<file path="config.mk">
export PLATFORM = sky130hd
export DESIGN_NAME = quhbs_top
export DESIGN_NICKNAME = d
export VERILOG_FILES = /design/src/verilog/quhbs_pkg.sv /design/src/verilog/quhbs_chan_if.sv /design/src/verilog/quhbs_chan_regs.sv /design/src/verilog/quhbs_top.sv
export SDC_FILE = /design/constraint.sdc
export NUM_CORES = 1
export LEC_CHECK = 0
export BUFFER_PORTS_ARGS = -buffer_cell sky130_fd_sc_hd__buf_2
export CAP_MARGIN = 25
export CORE_MARGIN = 1.5
export CORE_UTILIZATION = 33
export CTS_BUF_LIST = sky130_fd_sc_hd__clkbuf_8
export DETAILED_ROUTE_END_ITERATION = 16
export PLACE_DENSITY_LB_ADDON = 0.12
export SETUP_SLACK_MARGIN = 0.3
export SLEW_MARGIN = 10
export SYNTH_ARGS = -nofsm -noshare
export SYNTH_HDL_FRONTEND = slang
export SYNTH_SLANG_ARGS = --single-unit
</file>
<file path="constraint.sdc">
create_clock -name clk -period 2.5 [get_ports clk]
set_input_delay 0.375 -clock clk [delete_from_list [all_inputs] [get_ports clk]]
set_output_delay 0.375 -clock clk [all_outputs]
set_load 0.01 [all_outputs]
</file>
<file path="src/verilog/quhbs_pkg.sv">
// constants and types shared by the quad uart host bus front end
`default_nettype none
package quhbs_pkg;
    // -------------------------------------------------------------------
    // register indices inside one channel
    // -------------------------------------------------------------------
    localparam logic [2:0] QUHBS_IDX_IER = 3'h1;
    localparam logic [2:0] QUHBS_IDX_MCR = 3'h4;
    // -------------------------------------------------------------------
    // field positions
    // -------------------------------------------------------------------
    localparam int QUHBS_IER_RX_AVAIL = 0;
    localparam int QUHBS_IER_TX_EMPTY = 1;
    localparam int QUHBS_IER_RX_ERROR = 2;
    localparam int QUHBS_IER_MODEM = 3;
    localparam int QUHBS_MCR_IRQ_EN = 3;
    localparam int QUHBS_MCR_PRESCALE = 7;
    // -------------------------------------------------------------------
    // reset values and timing counts
    // -------------------------------------------------------------------
    localparam logic [7:0] QUHBS_IER_RESET = 8'h00;
    localparam logic [7:0] QUHBS_MCR_RESET = 8'h00;
    localparam logic [1:0] QUHBS_DIV4_LAST = 2'h3;
    localparam logic [1:0] QUHBS_DIV1_LAST = 2'h0;
    // -------------------------------------------------------------------
    // state records
    // -------------------------------------------------------------------
    typedef struct packed {
        logic [7:0] irq_enable_reg;
        logic [7:0] modem_control_reg;
    } quhbs_chan_state_t;

    typedef struct packed {
        logic [7:0] dout;
        logic dout_oe;
        logic rd_q;
        logic wr_q;
        logic cs_q;
        logic [3:0] wr_p;
        logic [3:0] rd_p;
        logic [2:0] idx;
        logic [7:0] wdata;
        logic [3:0] irq;
        logic [3:0] irq_oe;
        logic irq_comb_oe;
        logic psc_ovr;
        logic psc_ovr_val;
        logic div4;
        logic [1:0] pcnt;
        logic tick;
        logic urst;
    } quhbs_state_t;
endpackage
`default_nettype wire

</file>
<file path="src/verilog/quhbs_chan_if.sv">
// carrier between the bus front end and one channel register slice
`timescale 1ns/1ps
`default_nettype none
interface quhbs_chan_if;
    logic wr;
    logic clr;
    logic [2:0] idx;
    logic [7:0] wdata;
    logic [7:0] irq_enable_reg;
    logic [7:0] modem_control_reg;
    modport host (output wr, output clr, output idx, output wdata,
                  input irq_enable_reg, input modem_control_reg);
    modport chan (input wr, input clr, input idx, input wdata,
                  output irq_enable_reg, output modem_control_reg);
endinterface
`default_nettype wire

</file>
<file path="src/verilog/quhbs_chan_regs.sv">
// interrupt enable and modem control storage of one channel
`timescale 1ns/1ps
`default_nettype none
module quhbs_chan_regs
    import quhbs_pkg::*;
(
    // clock and reset
    input wire logic clk,
    input wire logic rstn,
    // front end side
    quhbs_chan_if.chan bus
);
    quhbs_chan_state_t st_reg;
    quhbs_chan_state_t st_next;

    always_comb
    begin
        st_next = st_reg;
        if (bus.clr)
        begin
            st_next.irq_enable_reg = QUHBS_IER_RESET;
            st_next.modem_control_reg = QUHBS_MCR_RESET;
        end
        else if (bus.wr)
        begin
            if (bus.idx == QUHBS_IDX_IER)
                st_next.irq_enable_reg = bus.wdata; // [RULE18]
            if (bus.idx == QUHBS_IDX_MCR)
                st_next.modem_control_reg = bus.wdata; // [RULE18]
        end
    end

    always_ff @(posedge clk or negedge rstn)
    begin
        if (!rstn)
            st_reg <= '{irq_enable_reg: QUHBS_IER_RESET, modem_control_reg: QUHBS_MCR_RESET};
        else
            st_reg <= st_next;
    end

    assign bus.irq_enable_reg = st_reg.irq_enable_reg;
    assign bus.modem_control_reg = st_reg.modem_control_reg;
endmodule
`default_nettype wire

</file>
<file path="src/verilog/quhbs_top.sv">
// parallel host port front end of a four channel uart
// Functional notes
// RULE1 - mode pin high picks 16, low 68
// RULE2 - unconnected mode pin defaults to 16 mode
// RULE3 - 68: write pin is direction, reset inverted
// RULE4 - 68: channel interrupts merged on one output
// RULE5 - three index bits pick the channel register
// RULE6 - 68: channel bits pick channel under select
// RULE7 - 16: channel bits become selects B and C
// RULE8 - 68: shared select low enables all channels
// RULE9 - 16: channel reached only by its select
// RULE10 - prescale pin high divides 1, low 4
// RULE11 - control bit 7 overrides prescale pin
// RULE12 - ready read drives inverted ready flags
// RULE13 - eight bit three state data bus
// RULE14 - 16: interrupt needs control bit 3, enable
// RULE15 - small package fixed to 16 mode
// RULE16 - drive select pin forces interrupt drive; code applies it in 16 mode only, 68 combined output ignores it
// RULE17 - 16: read falling edge outputs register
// RULE18 - 16: write falling edge loads register
// RULE19 - four sources raise a channel interrupt
// RULE20 - 68: direction sampled at select falling
`timescale 1ns/1ps
`default_nettype none
module quhbs_top
    import quhbs_pkg::*;
#(
    parameter bit SMALL_PKG = 1'b0
)
(
    // clock and reset
    input wire logic clk,
    input wire logic rstn,
    // mode and option pins
    input wire logic bus_mode_pin,
    input wire logic bus_mode_pin_connected,
    input wire logic prescale_select_pin,
    input wire logic irq_drive_select,
    input wire logic uart_reset_pin,
    // host strobes and address
    input wire logic read_strobe_n,
    input wire logic write_strobe_n,
    input wire logic chip_select_a_n,
    input wire logic chip_select_d_n,
    input wire logic [1:0] channel_index_bits,
    input wire logic reg_index_bit0,
    input wire logic reg_index_bit1,
    input wire logic reg_index_bit2,
    input wire logic ready_summary_read_n,
    // host data bus
    input wire logic [7:0] host_data_bus_in,
    output logic [7:0] host_data_bus_out,
    output logic host_data_bus_oe,
    // interrupt pins
    output logic [3:0] irq_out,
    output logic [3:0] irq_oe,
    output logic irq_comb_out,
    output logic irq_comb_oe,
    // channel core side
    input wire logic [3:0] tx_ready_flag,
    input wire logic [3:0] rx_ready_flag,
    input wire logic [3:0] rx_data_avail,
    input wire logic [3:0] tx_buf_empty,
    input wire logic [3:0] rx_error,
    input wire logic [3:0] modem_change,
    input wire logic [31:0] core_rd_data,
    output logic [3:0] core_wr_pulse,
    output logic [3:0] core_rd_pulse,
    output logic [2:0] core_index,
    output logic [7:0] core_wdata,
    output logic prescale_div4,
    output logic baud_tick,
    output logic uart_reset
);
    // -------------------------------------------------------------------
    // selection helpers
    // -------------------------------------------------------------------
    function automatic logic [3:0] chan_sel(input logic m16,
        input logic cs_a_n, input logic [1:0] ci, input logic cs_d_n);
        logic [3:0] s;
        s = 4'h0;
        if (m16)
            s = ~{cs_d_n, ci[1], ci[0], cs_a_n}; // [RULE7] [RULE9]
        else if (!cs_a_n)
            s[ci] = 1'b1; // [RULE6] [RULE8]
        return s;
    endfunction

    function automatic logic [7:0] reg_value(input logic [2:0] ix,
        input logic [7:0] irq_enable_reg, input logic [7:0] modem_control_reg,
        input logic [7:0] core);
        logic [7:0] v;
        v = core;
        if (ix == QUHBS_IDX_IER)
            v = irq_enable_reg;
        else if (ix == QUHBS_IDX_MCR)
            v = modem_control_reg;
        return v;
    endfunction

    // -------------------------------------------------------------------
    // channel register slices
    // -------------------------------------------------------------------
    quhbs_state_t st_reg;
    quhbs_state_t st_next;
    quhbs_chan_if ch_if[4] ();
    logic [7:0] ier_w [4];
    logic [7:0] mcr_w [4];

    genvar g;
    generate
        for (g = 0; g < 4; g++)
        begin : g_chan
            assign ch_if[g].wr = st_reg.wr_p[g];
            assign ch_if[g].clr = st_reg.urst;
            assign ch_if[g].idx = st_reg.idx;
            assign ch_if[g].wdata = st_reg.wdata;
            assign ier_w[g] = ch_if[g].irq_enable_reg;
            assign mcr_w[g] = ch_if[g].modem_control_reg;
            quhbs_chan_regs u_regs (
                .clk(clk),
                .rstn(rstn),
                .bus(ch_if[g].chan)
            );
        end
    endgenerate

    // -------------------------------------------------------------------
    // next state
    // -------------------------------------------------------------------
    logic mode16;
    logic [2:0] ridx;
    logic [3:0] sel;
    logic [3:0] cond;
    logic [7:0] rsel;
    logic rd_fall;
    logic wr_fall;
    logic cs_fall;

    always_comb
    begin
        // missing pin or small package falls back to 16 mode
        mode16 = SMALL_PKG | ~bus_mode_pin_connected
                 | bus_mode_pin; // [RULE1] [RULE2] [RULE15]
        ridx = {reg_index_bit2, reg_index_bit1, reg_index_bit0}; // [RULE5]
        sel = chan_sel(mode16, chip_select_a_n, channel_index_bits,
                       chip_select_d_n);
        rd_fall = st_reg.rd_q & ~read_strobe_n;
        wr_fall = st_reg.wr_q & ~write_strobe_n;
        cs_fall = st_reg.cs_q & ~chip_select_a_n;
        rsel = 8'h00;
        cond = 4'h0;
        for (int i = 3; i >= 0; i--)
        begin
            if (sel[i])
                rsel = reg_value(ridx, ier_w[i], mcr_w[i],
                                 core_rd_data[8*i +: 8]);
            cond[i] = (ier_w[i][QUHBS_IER_RX_AVAIL] & rx_data_avail[i])
                | (ier_w[i][QUHBS_IER_TX_EMPTY] & tx_buf_empty[i])
                | (ier_w[i][QUHBS_IER_RX_ERROR] & rx_error[i])
                | (ier_w[i][QUHBS_IER_MODEM] & modem_change[i]); // [RULE19]
        end

        st_next = st_reg;
        st_next.rd_q = read_strobe_n;
        st_next.wr_q = write_strobe_n;
        st_next.cs_q = chip_select_a_n;
        st_next.wr_p = 4'h0;
        st_next.rd_p = 4'h0;
        // reset pin polarity flips with the bus style
        st_next.urst = mode16 ? uart_reset_pin : ~uart_reset_pin; // [RULE3]

        if (mode16)
        begin
            if (rd_fall && (sel != 4'h0))
            begin
                st_next.dout = rsel; // [RULE17]
                st_next.dout_oe = 1'b1;
                st_next.rd_p = sel;
                st_next.idx = ridx;
            end
            else if (read_strobe_n)
                st_next.dout_oe = 1'b0;
            if (wr_fall && (sel != 4'h0))
            begin
                st_next.wr_p = sel; // [RULE18] [RULE9]
                st_next.idx = ridx;
                st_next.wdata = host_data_bus_in;
            end
        end
        else
        begin
            // read strobe ignored; direction taken at select edge
            if (cs_fall)
            begin
                st_next.idx = ridx;
                if (write_strobe_n)
                begin
                    st_next.dout = rsel; // [RULE20] [RULE3]
                    st_next.dout_oe = 1'b1;
                    st_next.rd_p = sel;
                end
                else
                begin
                    st_next.wr_p = sel; // [RULE20] [RULE6]
                    st_next.wdata = host_data_bus_in;
                end
            end
            else if (chip_select_a_n)
                st_next.dout_oe = 1'b0;
        end

        // ready summary read takes the bus over any register read
        if (!ready_summary_read_n)
        begin
            st_next.dout = {~rx_ready_flag, ~tx_ready_flag}; // [RULE12]
            st_next.dout_oe = 1'b1; // [RULE13]
        end
        else if (!st_reg.rd_q && !st_reg.dout_oe && !read_strobe_n)
            st_next.dout_oe = 1'b0;

        // interrupt pins
        if (mode16)
        begin
            st_next.irq = cond; // [RULE14]
            for (int i = 0; i < 4; i++)
                st_next.irq_oe[i] = irq_drive_select
                    | mcr_w[i][QUHBS_MCR_IRQ_EN]; // [RULE16] [RULE14]
            st_next.irq_comb_oe = 1'b0;
        end
        else
        begin
            st_next.irq = 4'h0;
            st_next.irq_oe = 4'h0;
            st_next.irq_comb_oe = |cond; // [RULE4]
        end

        // prescale: last control write wins over the pin until reset
        if (st_reg.urst)
            st_next.psc_ovr = 1'b0;
        else
            for (int i = 0; i < 4; i++)
                if (st_reg.wr_p[i] && st_reg.idx == QUHBS_IDX_MCR)
                begin
                    st_next.psc_ovr = 1'b1; // [RULE11]
                    st_next.psc_ovr_val = st_reg.wdata[QUHBS_MCR_PRESCALE];
                end
        st_next.div4 = st_reg.psc_ovr ? st_reg.psc_ovr_val
                       : ~prescale_select_pin; // [RULE10] [RULE11]
        if (st_reg.pcnt >= (st_reg.div4 ? QUHBS_DIV4_LAST : QUHBS_DIV1_LAST))
        begin
            st_next.pcnt = 2'h0;
            st_next.tick = 1'b1; // [RULE10]
        end
        else
        begin
            st_next.pcnt = st_reg.pcnt + 2'h1;
            st_next.tick = 1'b0;
        end
    end

    // -------------------------------------------------------------------
    // state register
    // -------------------------------------------------------------------
    always_ff @(posedge clk or negedge rstn)
    begin
        if (!rstn)
        begin
            st_reg <= '0;
            st_reg.rd_q <= 1'b1;
            st_reg.wr_q <= 1'b1;
            st_reg.cs_q <= 1'b1;
        end
        else
            st_reg <= st_next;
    end

    assign host_data_bus_out = st_reg.dout;
    assign host_data_bus_oe = st_reg.dout_oe;
    assign irq_out = st_reg.irq;
    assign irq_oe = st_reg.irq_oe;
    assign irq_comb_out = 1'b0;
    assign irq_comb_oe = st_reg.irq_comb_oe;
    assign core_wr_pulse = st_reg.wr_p;
    assign core_rd_pulse = st_reg.rd_p;
    assign core_index = st_reg.idx;
    assign core_wdata = st_reg.wdata;
    assign prescale_div4 = st_reg.div4;
    assign baud_tick = st_reg.tick;
    assign uart_reset = st_reg.urst;
endmodule
`default_nettype wire

</file>
# Word-level counts from Yosys, hierarchy flattened
# Cells that the tools add are included.
[totals]
reg_bits = 111
output_inout_bits = 41
wordCells = 180
input_bits = 81
[classes]
muxes = 55
bitwise = 46
order_cmp = 3
n_addsub = 1
reduce_logical = 36
eq_ne = 13
[ops]
columns = ["cell", "count"]
rows = [
  ["two-way mux 8 bit", 18],
  ["two-way mux 16 bit", 8],
  ["two-way mux 19 bit", 2],
  ["two-way mux 9 bit", 3],
  ["two-way mux 4 bit", 5],
  ["AND reduction 2 bit", 10],
  ["bitwise AND 1 bit", 19],
  ["bitwise OR 1 bit", 17],
  ["nonzero test 2 bit", 7],
  ["inverter 4 bit", 3],
  ["two-way mux 11 bit", 1],
  ["two-way mux 1 bit", 10],
  ["two-way mux 2 bit", 5],
  ["logical AND 1 bit", 9],
  ["AND reduction 3 bit", 3],
  ["nonzero test 4 bit", 2],
  ["two-way mux 7 bit", 1],
  ["inverter 1 bit", 7],
  ["equality test 3 x 1 -> 1 bit, second input constant", 2],
  ["equality test 3 bit, second input constant", 2],
  ["inequality test 3 x 1 -> 1 bit, second input constant", 2],
  ["inequality test 3 x 2 -> 1 bit, second input constant", 2],
  ["inequality test 5 x 2 -> 1 bit, second input constant", 1],
  ["inequality test 5 x 3 -> 1 bit, second input constant", 1],
  ["11 further kinds", 14],
]

# Depth between registers and ports, before layout
# Gate-level depths: netlist of the first run.
[depth]
depth_word = 15
mapped_depth = 8
ltp_nobuf = 5

# Modules after synthesis
# Synthesis of the first run repeated with hierarchy kept, for this count alone.
[hier_totals]
hier_cells = 676
area_unflattened_um2 = 6550.0
[modules_own_cells]
columns = ["mod", "cells_each", "seq_area_each_um2", "area_per_inst_um2", "n_inst"]
rows = [
  ["quhbs_top", 428, 1179.9, 3507.1, 1],
  ["quhbs_chan_regs", 62, 400.4, 760.7, 4],
]

# Worst setup path before layout of the first run
# Ideal clock, no wire load.
[synth_timing]
kind = "in2reg"
startpoint = "input port chip_select_a_n"
endpoint = "register st_reg, in the netlist host_data_bus_out[0]"
arrival_time_ns = 1.515
stages = 6
setup_time_ns = 0.129
setup_slack_ns = 0.855
path_cell_list = "buf_6 -> or3b_4 -> o32ai_4 -> nand2_4 -> a221oi_2 -> a31oi_1"
[synth_between]
elab_chain_cells = 10
[synth_lines]
columns = ["item", "line_no", "rtl"]
rows = [
  ["start: declaration", "quhbs_top.sv:43", "input wire logic chip_select_a_n,"],
  ["two-way mux 4 bit", "quhbs_top.sv:84", "else if (!cs_a_n)"],
  ["two-way mux 4 bit", "quhbs_top.sv:82", "if (m16)"],
  ["two-way mux 8 bit (4 in a row)", "quhbs_top.sv:155", "if (sel[i])"],
  ["two-way mux 9 bit", "quhbs_top.sv:197", "if (write_strobe_n)"],
  ["two-way mux 8 bit", "quhbs_top.sv:194", "if (cs_fall)"],
  ["two-way mux 9 bit", "quhbs_top.sv:173", "if (mode16)"],
  ["two-way mux 8 bit", "quhbs_top.sv:214", "if (!ready_summary_read_n)"],
  ["end signal: assignment", "quhbs_top.sv:275", "st_reg <= st_next;"],
  ["end: declaration", "quhbs_top.sv:104", "quhbs_state_t st_reg;"],
]
# Several ways; a longest one is shown, not always the timed one. The select of a mux whose other input is x is not followed.
# A chain may end at the register's enable or synchronous reset.

# Worst setup path after layout of the first run
[layout_timing]
startpoint = "register st_reg[37] (netlist name)"
endpoint = "register st_reg, in the netlist host_data_bus_out[3]"
[layout_between]
elab_chain_cells = 4
[layout_lines]
columns = ["item", "line_no", "rtl"]
rows = [
  ["bitwise AND 1 bit", "quhbs_top.sv:148", "rd_fall = st_reg.rd_q & ~read_strobe_n;"],
  ["logical AND 1 bit", "quhbs_top.sv:175", "if (rd_fall && (sel != 4'h0))"],
  ["inequality test 3 x 2 -> 1 bit (no source line)", "n/a", ""],
  ["AND reduction 3 bit (no source line)", "n/a", ""],
]
# Every way passes these cells.

==> impl_metrics.tcl, run 1 <==
set metrics [dict create \
    cts_buffer_depth 2 \
    yosys.area_share.xor_xnor_pct 0.2946 \
    syn_to_final_growth_pct 13.93 \
    worstSetupPathType "flop to flop" \
    nets 816 \
    synth.mux.area_fraction_pct 0.3787 \
    ys_ff_latch 111 \
    synth_cells 655 \
    p_int_w 0.002989 \
    worstSetupEndpointType "flop" \
    antenna_found_initial 0 \
    synth.avg_cell_area_um2 9.079 \
    min_period_ns 2.022 \
    drc 0 \
    ir_worst_vdd_uv 245.8 \
    synthTopCellsByCount "dfrtp_1, o21ai_0, nand2_1" \
    synth.net_count 738 \
    yosys.area.top_type "dfrtp_1" \
    cap_violations 0 \
    synth_edf_count 0 \
    drive_above_1_share_pct 23.85 \
    die_h_um 137.2 \
    fillers 1834 \
    grt_pass1_wl_um 29610 \
    power_w 0.004336 \
    p_switching_w 0.001347 \
    finalSetupViolCount 0 \
    routabilityCongestion 0.8649 \
    synth_compound_area_share_pct 27.22 \
    h-tree-depth 3 \
    hold_viol 0 \
    cts.repair.resized 0 \
    async_flop_share_pct 100.0 \
    post_drt_wl_per_cell_um 19.87 \
    io_pins 122 \
    swShare_pct 31.06 \
    overflow 0 \
    slew_headroom_pct 41.07 \
    clock_power_share_pct 28.3 \
    hold_path_class "primary input to flop" \
    worst_pin_slew_ns 0.8840 \
    power_density_mw_per_mm2 640.0 \
    core.rowCount 48 \
    post_cts_buffers 0 \
    seqPwrFrac_pct 50.1 \
    yosysMostFrequentCell "dfrtp_1" \
    cts_root_buffer "clkbuf_8" \
    insertion_delay_ns 0.38 \
    postRouteAntennaNets 0 \
    synth_ff_type "dfrtp_1" \
    die_w_um 137.2 \
    port_buffers 120 \
    cts.sinks 111 \
    synth_top_family_by_area "compound AO/OA/AOI/OAI gates" \
    hpwl_um 14180 \
    synth_adder_area_share_pct 0.4208 \
    synth_area_leaders "dfrtp_1, o21ai_0, nand2_1" \
    viasPerCell 5.426 \
    wl_um 19130 \
    synth_cell_types 52 \
    tns_ns 0 \
    rsz0062_at_grt "no" \
    ys_seq_area_share_pct 46.77 \
    antenna_cells 0 \
    ys_warn_count 0 \
    grt_usage_pct 21.03 \
    netlist.area_leader.share_pct 45.44 \
    drv_slew 0 \
    die_area_mm2 0.01883 \
    start_util_pct 34.03 \
    vias 5225 \
    p_leak_nw 3.013 \
    skew_ns 0.01111 \
    synth_area_mm2 0.005947 \
    ff2ff_setup_slack_ns 0.48 \
    fmax_mhz 494.6 \
    grt_max_degree 55 \
    comb_power_share_pct 21.6 \
    worstSetupStartpointType "flop" \
    cp_max_fo 9 \
    drt-pass1-iter-count 5 \
    dr.first_iter.drc_count 426 \
    outcome "finished, final reports clean" \
    grt_pass1_vias 5124 \
    coreArea_mm2 0.01748 \
    cts_tree "built" \
    timing.final.crit_share_pct 80.88 \
    required_ns 2.74 \
    synth-simple-area-share_pct 15.59 \
    path_clk_slew_ns 0.10 \
    cp_data_arrival_time_ns 2.26 \
    numCtsBuffers 9 \
]
metrics by stage:
step | setup WS (ns) | util (%) | instances | area [um^2] | hold WS, ns
floorplan | 0.8553 | - | 655 | 5947 | 0.07941
global placement | 0.2927 | 37.26 | 942 | 6511 | 0.3911
detailed placement | 0.2808 | 37.26 | 942 | 6511 | 0.4001
CTS | 0.3888 | 38.60 | 959 | 6745 | 0.09159
global route | 0.3842 | 38.77 | 963 | 6775 | 0.09597
finish | 0.4781 | 38.77 | 963 | 6775 | 0.1174
final timing paths:
| kind | from | to | depth (start not counted) |
|---|---|---|---|
| setup / recovery | st_reg[37] | host_data_bus_out[3] | 5 |
| hold / removal | read_strobe_n | st_reg[37] | 1 |
| setup reg to reg | st_reg[37] | host_data_bus_out[3] | 5 |
| hold reg to reg | st_reg[2] | st_reg[2] | 1 |
| max in group asynchronous | rstn | host_data_bus_out[3] | 3 |
| min in group asynchronous | rstn | baud_tick | 2 |
area by class of cell:
type | instances | area (um^2) | share of cell area (%)
inverter | 22 | 82.58 | 1.219
timing repair buffer | 143 | 790.8 | 11.67
clock buffer | 11 | 151.4 | 2.235
multi-input combinational | 446 | 2615 | 38.60
tap | 225 | 281.5 | 4.155
clock inverter | 5 | 72.57 | 1.071
sequential | 111 | 2781 | 41.05
cells in the final DEF, fill, tap and decap left out, types with 8 or more instances in the layout:
cell type  Yosys  routed
nand2_1       90      90
clkbuf_8       0      11
a21oi_1       36      36
buf_4         37      22
nor2_1        19      19
nand3b_1       9       9
o21ai_0      103     103
or3_1          8       8
buf_2          4     119
nand2b_1      21      21
o221ai_1      24      24
o21a_1         9       9
dfrtp_1      108     108
o21bai_1       8       8
nand3_1       12      12
o22ai_1       31      31
nor2b_1       11      11
inv_1         21      23
a221oi_2       8       8
nand4_1        9       9
a31oi_1        8       8
cells by family after synthesis:
group | after synthesis
AO/OA/AOI/OAI | 251
XOR/XNOR | 2
adder cells (fa/ha/maj) | 2
buffers and inverters | 98
flip-flops | 111
multiplexers | 2
other | 1
AND/OR/NAND/NOR | 188
critical path, cell delays in order, from the launching register on:
cell,delay [ns]
dfstp_2,0.55
nand2b_1,0.11
o32ai_4,0.53
nand2_4,0.21
a221oi_2,0.31
a31oi_1,0.16
layer usage:
metal	track usage (%)	vias to the layer above	part of all wire [%]	wire [um]
li1	-	2479	-	-
met1	29.33	2536	46	8878
met2	33.64	183	47	8897
met3	2.575	27	5.0	949
met4	7.544	0	2.1	406
met5	0	-	0	0
power groups by stage:
stage               Sequential [W]  Clock [W]  Combinational, W
floorplan                  0.00216          0          0.000632
global placement           0.00220          0          0.000919
detailed placement         0.00221          0          0.000933
CTS                        0.00217    0.00126          0.000936
global route               0.00220    0.00132           0.00105
finish                     0.00217    0.00123          0.000938
what timing repair did:
action	4_1_cts	5_1_grt
endpoints found under the setup margin	0	0
hold buffers	1	0
hold endpoints to repair	32	0
Note: power is estimated with default switching activity, not from simulation.
==> inputs of run 2 (changes only) <==
Clock period 2.5 ns to 1.8 ns, I/O delays scaled along.
==> run 2 against run 1 <==
Against the previous run: worst setup slack got worse by 0.29 ns; flip-flop and latch count is the same; final cell count grew 2.3%; clock skew decreased by 0.0028 ns; critical path depth unchanged; worst hold slack worse by 0.081 ns; critical path type unchanged.
==> impl_metrics.tcl, run 2 (synthesis results as in run 1) <==
set metrics [dict create \
    vias 5357 \
    comb_power_share_pct 22.9 \
    p_switching_w 0.001925 \
    seqPwrFrac_pct 48.3 \
    cts_tree "built" \
    dr.first_iter.drc_count 351 \
    grt_pass1_wl_um 30080 \
    routabilityCongestion 0.9225 \
    die_h_um 137.2 \
    core.rowCount 48 \
    antenna_cells 0 \
    layout.cells.most_common "buf_2" \
    wl_met3_um 1120 \
    tns_ns 0 \
    postRouteAntennaNets 0 \
    skew_ns 0.008328 \
    ff2ff_setup_slack_ns 0.19 \
    cp_max_fo 8 \
    hold_path_class "primary input to flop" \
    clock_power_share_pct 28.8 \
    nets 838 \
    wl_um 19640 \
    placed_cell_area_mm2 0.006761 \
    rsz0062_at_grt "yes" \
    ff2ff_path_depth 5 \
    viasPerCell 5.439 \
    power_w 0.006240 \
    post_drt_wl_per_cell_um 19.94 \
    path_clk_slew_ns 0.10 \
    min_from "write_strobe_n" \
    cts.sinks 111 \
    hpwl_um 14710 \
    syn_to_final_growth_pct 19.69 \
    p_int_w 0.004316 \
    worstSetupStartpointType "flop" \
    ir_worst_vdd_uv 398.1 \
    hold_depth 1 \
    grt_max_degree 34 \
    io_pins 122 \
    cts_root_buffer "clkbuf_8" \
    cap_violations 0 \
    cp_data_arrival_time_ns 1.88 \
    swShare_pct 30.84 \
    grt_usage_pct 21.53 \
    finalSetupViolCount 0 \
    fmax_mhz 619.7 \
    hold_viol 0 \
    h-tree-depth 3 \
    overflow 0 \
    slowest_delay_ns 0.57 \
    die_w_um 137.2 \
    highest_layer "met4" \
    drv_slew 0 \
    slew_headroom_pct 51.35 \
    wl_met2_um 9314 \
    numCtsBuffers 9 \
    crit_buf_inv 0 \
    p_leak_nw 3.177 \
    holdWs_ns 0.03649 \
    hold_end "st_reg[36]" \
    start_util_pct 34.03 \
    r2r_end "host_data_bus_out[5]" \
    worstSetupEndpointType "flop" \
    coreArea_mm2 0.01748 \
    wl_met1_um 8499 \
    grt_pass1_vias 5246 \
    required_ns 2.06 \
    min_period_ns 1.614 \
    crit_chain "nand2b_4 -> o32ai_4 -> nand2_4 -> a221oi_4 -> a31oi_1" \
    drt-pass1-iter-count 6 \
    power_density_mw_per_mm2 876.7 \
    fin_cells 985 \
    outcome "finished, final reports clean" \
    insertion_delay_ns 0.38 \
    worst_pin_slew_ns 0.7270 \
    worstSetupPathType "flop to flop" \
    stdcell_area_mm2 0.007118 \
    die_area_mm2 0.01883 \
    crit_family "compound AO/OA/AOI/OAI gates" \
    placedCellCount 963 \
    timing.final.crit_share_pct 89.65 \
    drc 0 \
    antenna_found_initial 0 \
    r2r-start "st_reg[37]" \
    cts_buffer_depth 2 \
    port_buffers 120 \
    drive_above_1_share_pct 27.24 \
    final_cell_mix "buf_2, dfrtp_1, o21ai_0, nand2_1, buf_4" \
    critPathSlowestCell "dfstp_2" \
]
[run 2: how the worst max path moves through the flow]
| stage | depth (start not counted) | from | to |
|---|---|---|---|
| floorplan | 6 | chip_select_a_n | host_data_bus_out[0] |
| global placement | 7 | reg_index_bit0 | host_data_bus_out[5] |
| detailed placement | 7 | reg_index_bit0 | host_data_bus_out[6] |
| CTS | 5 | st_reg[37] | host_data_bus_out[5] |
| global route | 5 | st_reg[37] | host_data_bus_out[5] |
| finish | 5 | st_reg[37] | host_data_bus_out[5] |
[run 2: final cells by class]
| type | count | area (um^2) |
|---|---|---|
| sequential | 111 | 2785 |
| clock inverter | 3 | 63.81 |
| tap | 225 | 281.5 |
| fill | 1760 | 10360 |
| multi-input combinational | 446 | 2680 |
| timing repair buffer | 165 | 1046 |
| clock buffer | 13 | 178.9 |
| inverter | 22 | 82.58 |
[run 2: power by group through the flow]
stage          logic (W)  clock network (W)  registers, W
3_3_place_gp     0.00137                  0       0.00306
4_1_cts          0.00141            0.00184       0.00302
2_1_floorplan   0.000880                  0       0.00299
3_5_place_dp     0.00138                  0       0.00307
5_1_grt          0.00159            0.00193       0.00305
6_report         0.00143            0.00180       0.00302
[run 2: repair_timing]
| item | CTS | global route |
|---|---|---|
| buffers inserted | 2 | 2 |
| endpoints found under the hold margin | 26 | 0 |
| hold buffers | 2 | 0 |
| gates resized for setup | 4 | 7 |
| endpoints found under the setup margin | 11 | 21 |
| pin swaps | 2 | 1 |
[run 2: layer usage]
metal | track usage, % | up-vias
met5 | 0 | -
met4 | 10.64 | 0
met3 | 3.017 | 39
met2 | 35.04 | 189
met1 | 28.13 | 2604
li1 | - | 2525
[run 2: worst register-to-register path, stage by stage, from the launching register on]
cell and delay (ns):
dfstp_2 0.57, nand2b_4 0.07, o32ai_4 0.31, nand2_4 0.18, a221oi_4 0.24, a31oi_1 0.13
[run 2: per-stage QoR]
stage / setup WS, ns / util [%]
floorplan: 0.2637 / -
global placement: 0.09027 / 38.69
detailed placement: 0.06553 / 38.69
CTS: 0.2008 / 40.46
global route: 0.1083 / 40.73
finish: 0.1864 / 40.73
==> inputs of run 3 (changes only) <==
Settings changed: SYNTH_HIERARCHICAL set to 1.
Clock period 1.8 ns to 1.95 ns, I/O delays scaled along.
==> run 3 against run 2 <==
Against the previous run: die area rose by 9.9%; largest cell class is now multi-input combinational cells; highest routed layer unchanged; largest power group unchanged; critical path depth did not move; routed wire length rose by 8.9%.
==> impl_metrics.tcl, run 3 <==
set metrics [dict create \
    power_density_mw_per_mm2 676.8 \
    grt_usage_pct 21.03 \
    grt.busiest_layer "met2" \
    post_drt_wl_per_cell_um 20.46 \
    die_w_um 143.9 \
    die_area_mm2 0.02070 \
    grt_pass1_vias 5525 \
    worstSetupStartpointType "flop" \
    required_ns 2.23 \
    worst_pin_slew_ns 0.8698 \
    ff2ff_setup_slack_ns 0.22 \
    dr.first_iter.drc_count 453 \
    cts.sinks 111 \
    coreArea_mm2 0.01946 \
    overflow 0 \
    wl_um 21400 \
    hpwl_um 15860 \
    synth.net_count 759 \
    drv_slew 0 \
    antenna_cells 0 \
    insertion_delay_ns 0.41 \
    start_util_pct 33.65 \
    drive_above_1_share_pct 27.14 \
    cap_violations 0 \
    hold_viol 0 \
    tns_ns 0 \
    ys_ff_latch 111 \
    fmax_mhz 577.0 \
    cp_max_fo 8 \
    power_w 0.005245 \
    antenna_found_initial 0 \
    numCtsBuffers 9 \
    die_h_um 143.9 \
    p_leak_nw 3.513 \
    hold_path_class "primary input to flop" \
    port_buffers 120 \
    grt_max_degree 99 \
    ir_worst_vdd_uv 349.2 \
    setup_ws_ns 0.2170 \
    synth_cell_types 56 \
    h-tree-depth 3 \
    postRouteAntennaNets 0 \
    drt-pass1-iter-count 4 \
    io_pins 122 \
    routabilityCongestion 0.9299 \
    viasPerCell 5.299 \
    grt_use_met2_pct 32.69 \
    synth.avg_cell_area_um2 9.689 \
    crit_chain "nand2b_4 -> o32ai_4 -> nand2_4 -> a311oi_4 -> a31oi_1" \
    synth_edf_count 0 \
    yosysMostFrequentCell "nand2b_1" \
    min_period_ns 1.733 \
    skew_ns 0.01839 \
    use_met3_pct 3.232 \
    async_flop_share_pct 100.0 \
    cts_root_buffer "clkbuf_8" \
    syn_to_final_growth_pct 18.30 \
    cp_data_arrival_time_ns 2.01 \
    cts_tree "built" \
    worstSetupPathType "flop to flop" \
    rsz0062_at_grt "yes" \
    core.rowCount 51 \
    synth_ff_type "dfrtp_1" \
    nets 859 \
    ys_seq_area_share_pct 42.46 \
    synth_area_leaders "dfrtp_1, nand2b_1, mux2i_1" \
    slowest_delay_ns 0.59 \
    vias 5543 \
    pre_cts_ws_ns -0.01563 \
    placed_cell_area_mm2 0.007338 \
    finalSetupViolCount 0 \
    stdcell_area_mm2 0.007749 \
    grt_pass1_wl_um 32170 \
    yosys.area.top_type "dfrtp_1" \
    critPathSlowestCell "dfstp_2" \
    drc 0 \
    layout.cells.most_common "buf_2" \
    grtUsageMet1_pct 29.11 \
    synth_area_mm2 0.006550 \
    path_clk_slew_ns 0.12 \
    synthTopCellsByCount "nand2b_1, dfrtp_1, mux2i_1" \
    netlist.area_leader.share_pct 41.26 \
    slew_headroom_pct 41.80 \
    synth_cells 676 \
    outcome "finished, final reports clean" \
    worstSetupEndpointType "flop" \
    ys_warn_count 6 \
    timing.final.crit_share_pct 88.87 \
    final_cell_mix "buf_2, nand2b_1, dfrtp_1, mux2i_1, o21ai_0" \
    cts_buffer_depth 2 \
]
-- run 3: critical path: cells and delay by family, from the launching register on --
| family | cells | cell delay, ns |
|---|---|---|
| AOI/OAI and AO/OA | 3 | 0.75 |
| DFF | 1 | 0.59 |
| and+or+nand+nor | 2 | 0.26 |
-- run 3: power breakdown --
part	total, W	switching [W]	leakage [nW]	internal, W
registers	0.00258	0.000165	1.49	0.00242
logic	0.00108	0.000604	1.92	0.000481
clock network	0.00158	0.000935	0.110	0.000641
-- run 3: cells by family after synthesis --
family                     count (synthesis)  share of synthesized area (%)
other                                      1                        0.05725
muxes                                     66                          10.12
AOI/OAI and AO/OA                        183                          19.10
buffers and inverters                     94                          8.672
xor gates and xnor gates                   2                         0.2675
adders and majority gates                  2                         0.3820
and+or+nand+nor                          217                          18.93
DFF                                      111                          42.46
-- run 3: layout make-up --
class / count / area [um^2]
inverters: 14 / 52.55
clock inverters: 7 / 98.84
multi-input cells: 471 / 3306
flip-flops and latches: 111 / 2785
fillers: 1959 / 11710
well taps: 265 / 331.6
repair buffers: 169 / 1051
clock buffers: 9 / 123.9
-- run 3: layer usage --
metal  wire [um]  share of wire, %
met3        1144               5.3
met2        9700                45
met5           0                 0
met4         574               2.7
met1        9979                47
-- run 3: worst paths after layout --
path                                  from                                endpoint  cells past startpoint
setup / recovery                st_reg[37]                    host_data_bus_out[6]                      5
hold reg to reg                  st_reg[2]                               st_reg[2]                      1
hold / removal             chip_select_a_n                              st_reg[35]                      1
min in group asynchronous             rstn                               baud_tick                      2
max in group asynchronous             rstn  g_chan[0].u_regs/bus.irq_enable_reg[5]                      3
setup reg to reg                st_reg[37]                    host_data_bus_out[6]                      5
-- run 3: per-stage QoR --
stage / utilization [%] / hold slack, ns / std cells
after floorplan: - / -0.003091 / 676
after global placement: 37.70 / 0.1108 / 1025
after detailed placement: 37.70 / 0.1114 / 1025
after CTS: 39.49 / 0.03072 / 1044
after global routing: 39.81 / 0.03585 / 1046
final: 39.81 / 0.05632 / 1046
-- run 3: repair_timing --
action	4_1_cts	5_1_grt
setup buffers	1	1
endpoints found under the setup margin	11	11
endpoints found under the hold margin	109	0
hold buffers	2	0
gates cloned	0	1
pin swaps	5	2
gates resized for setup	15	5
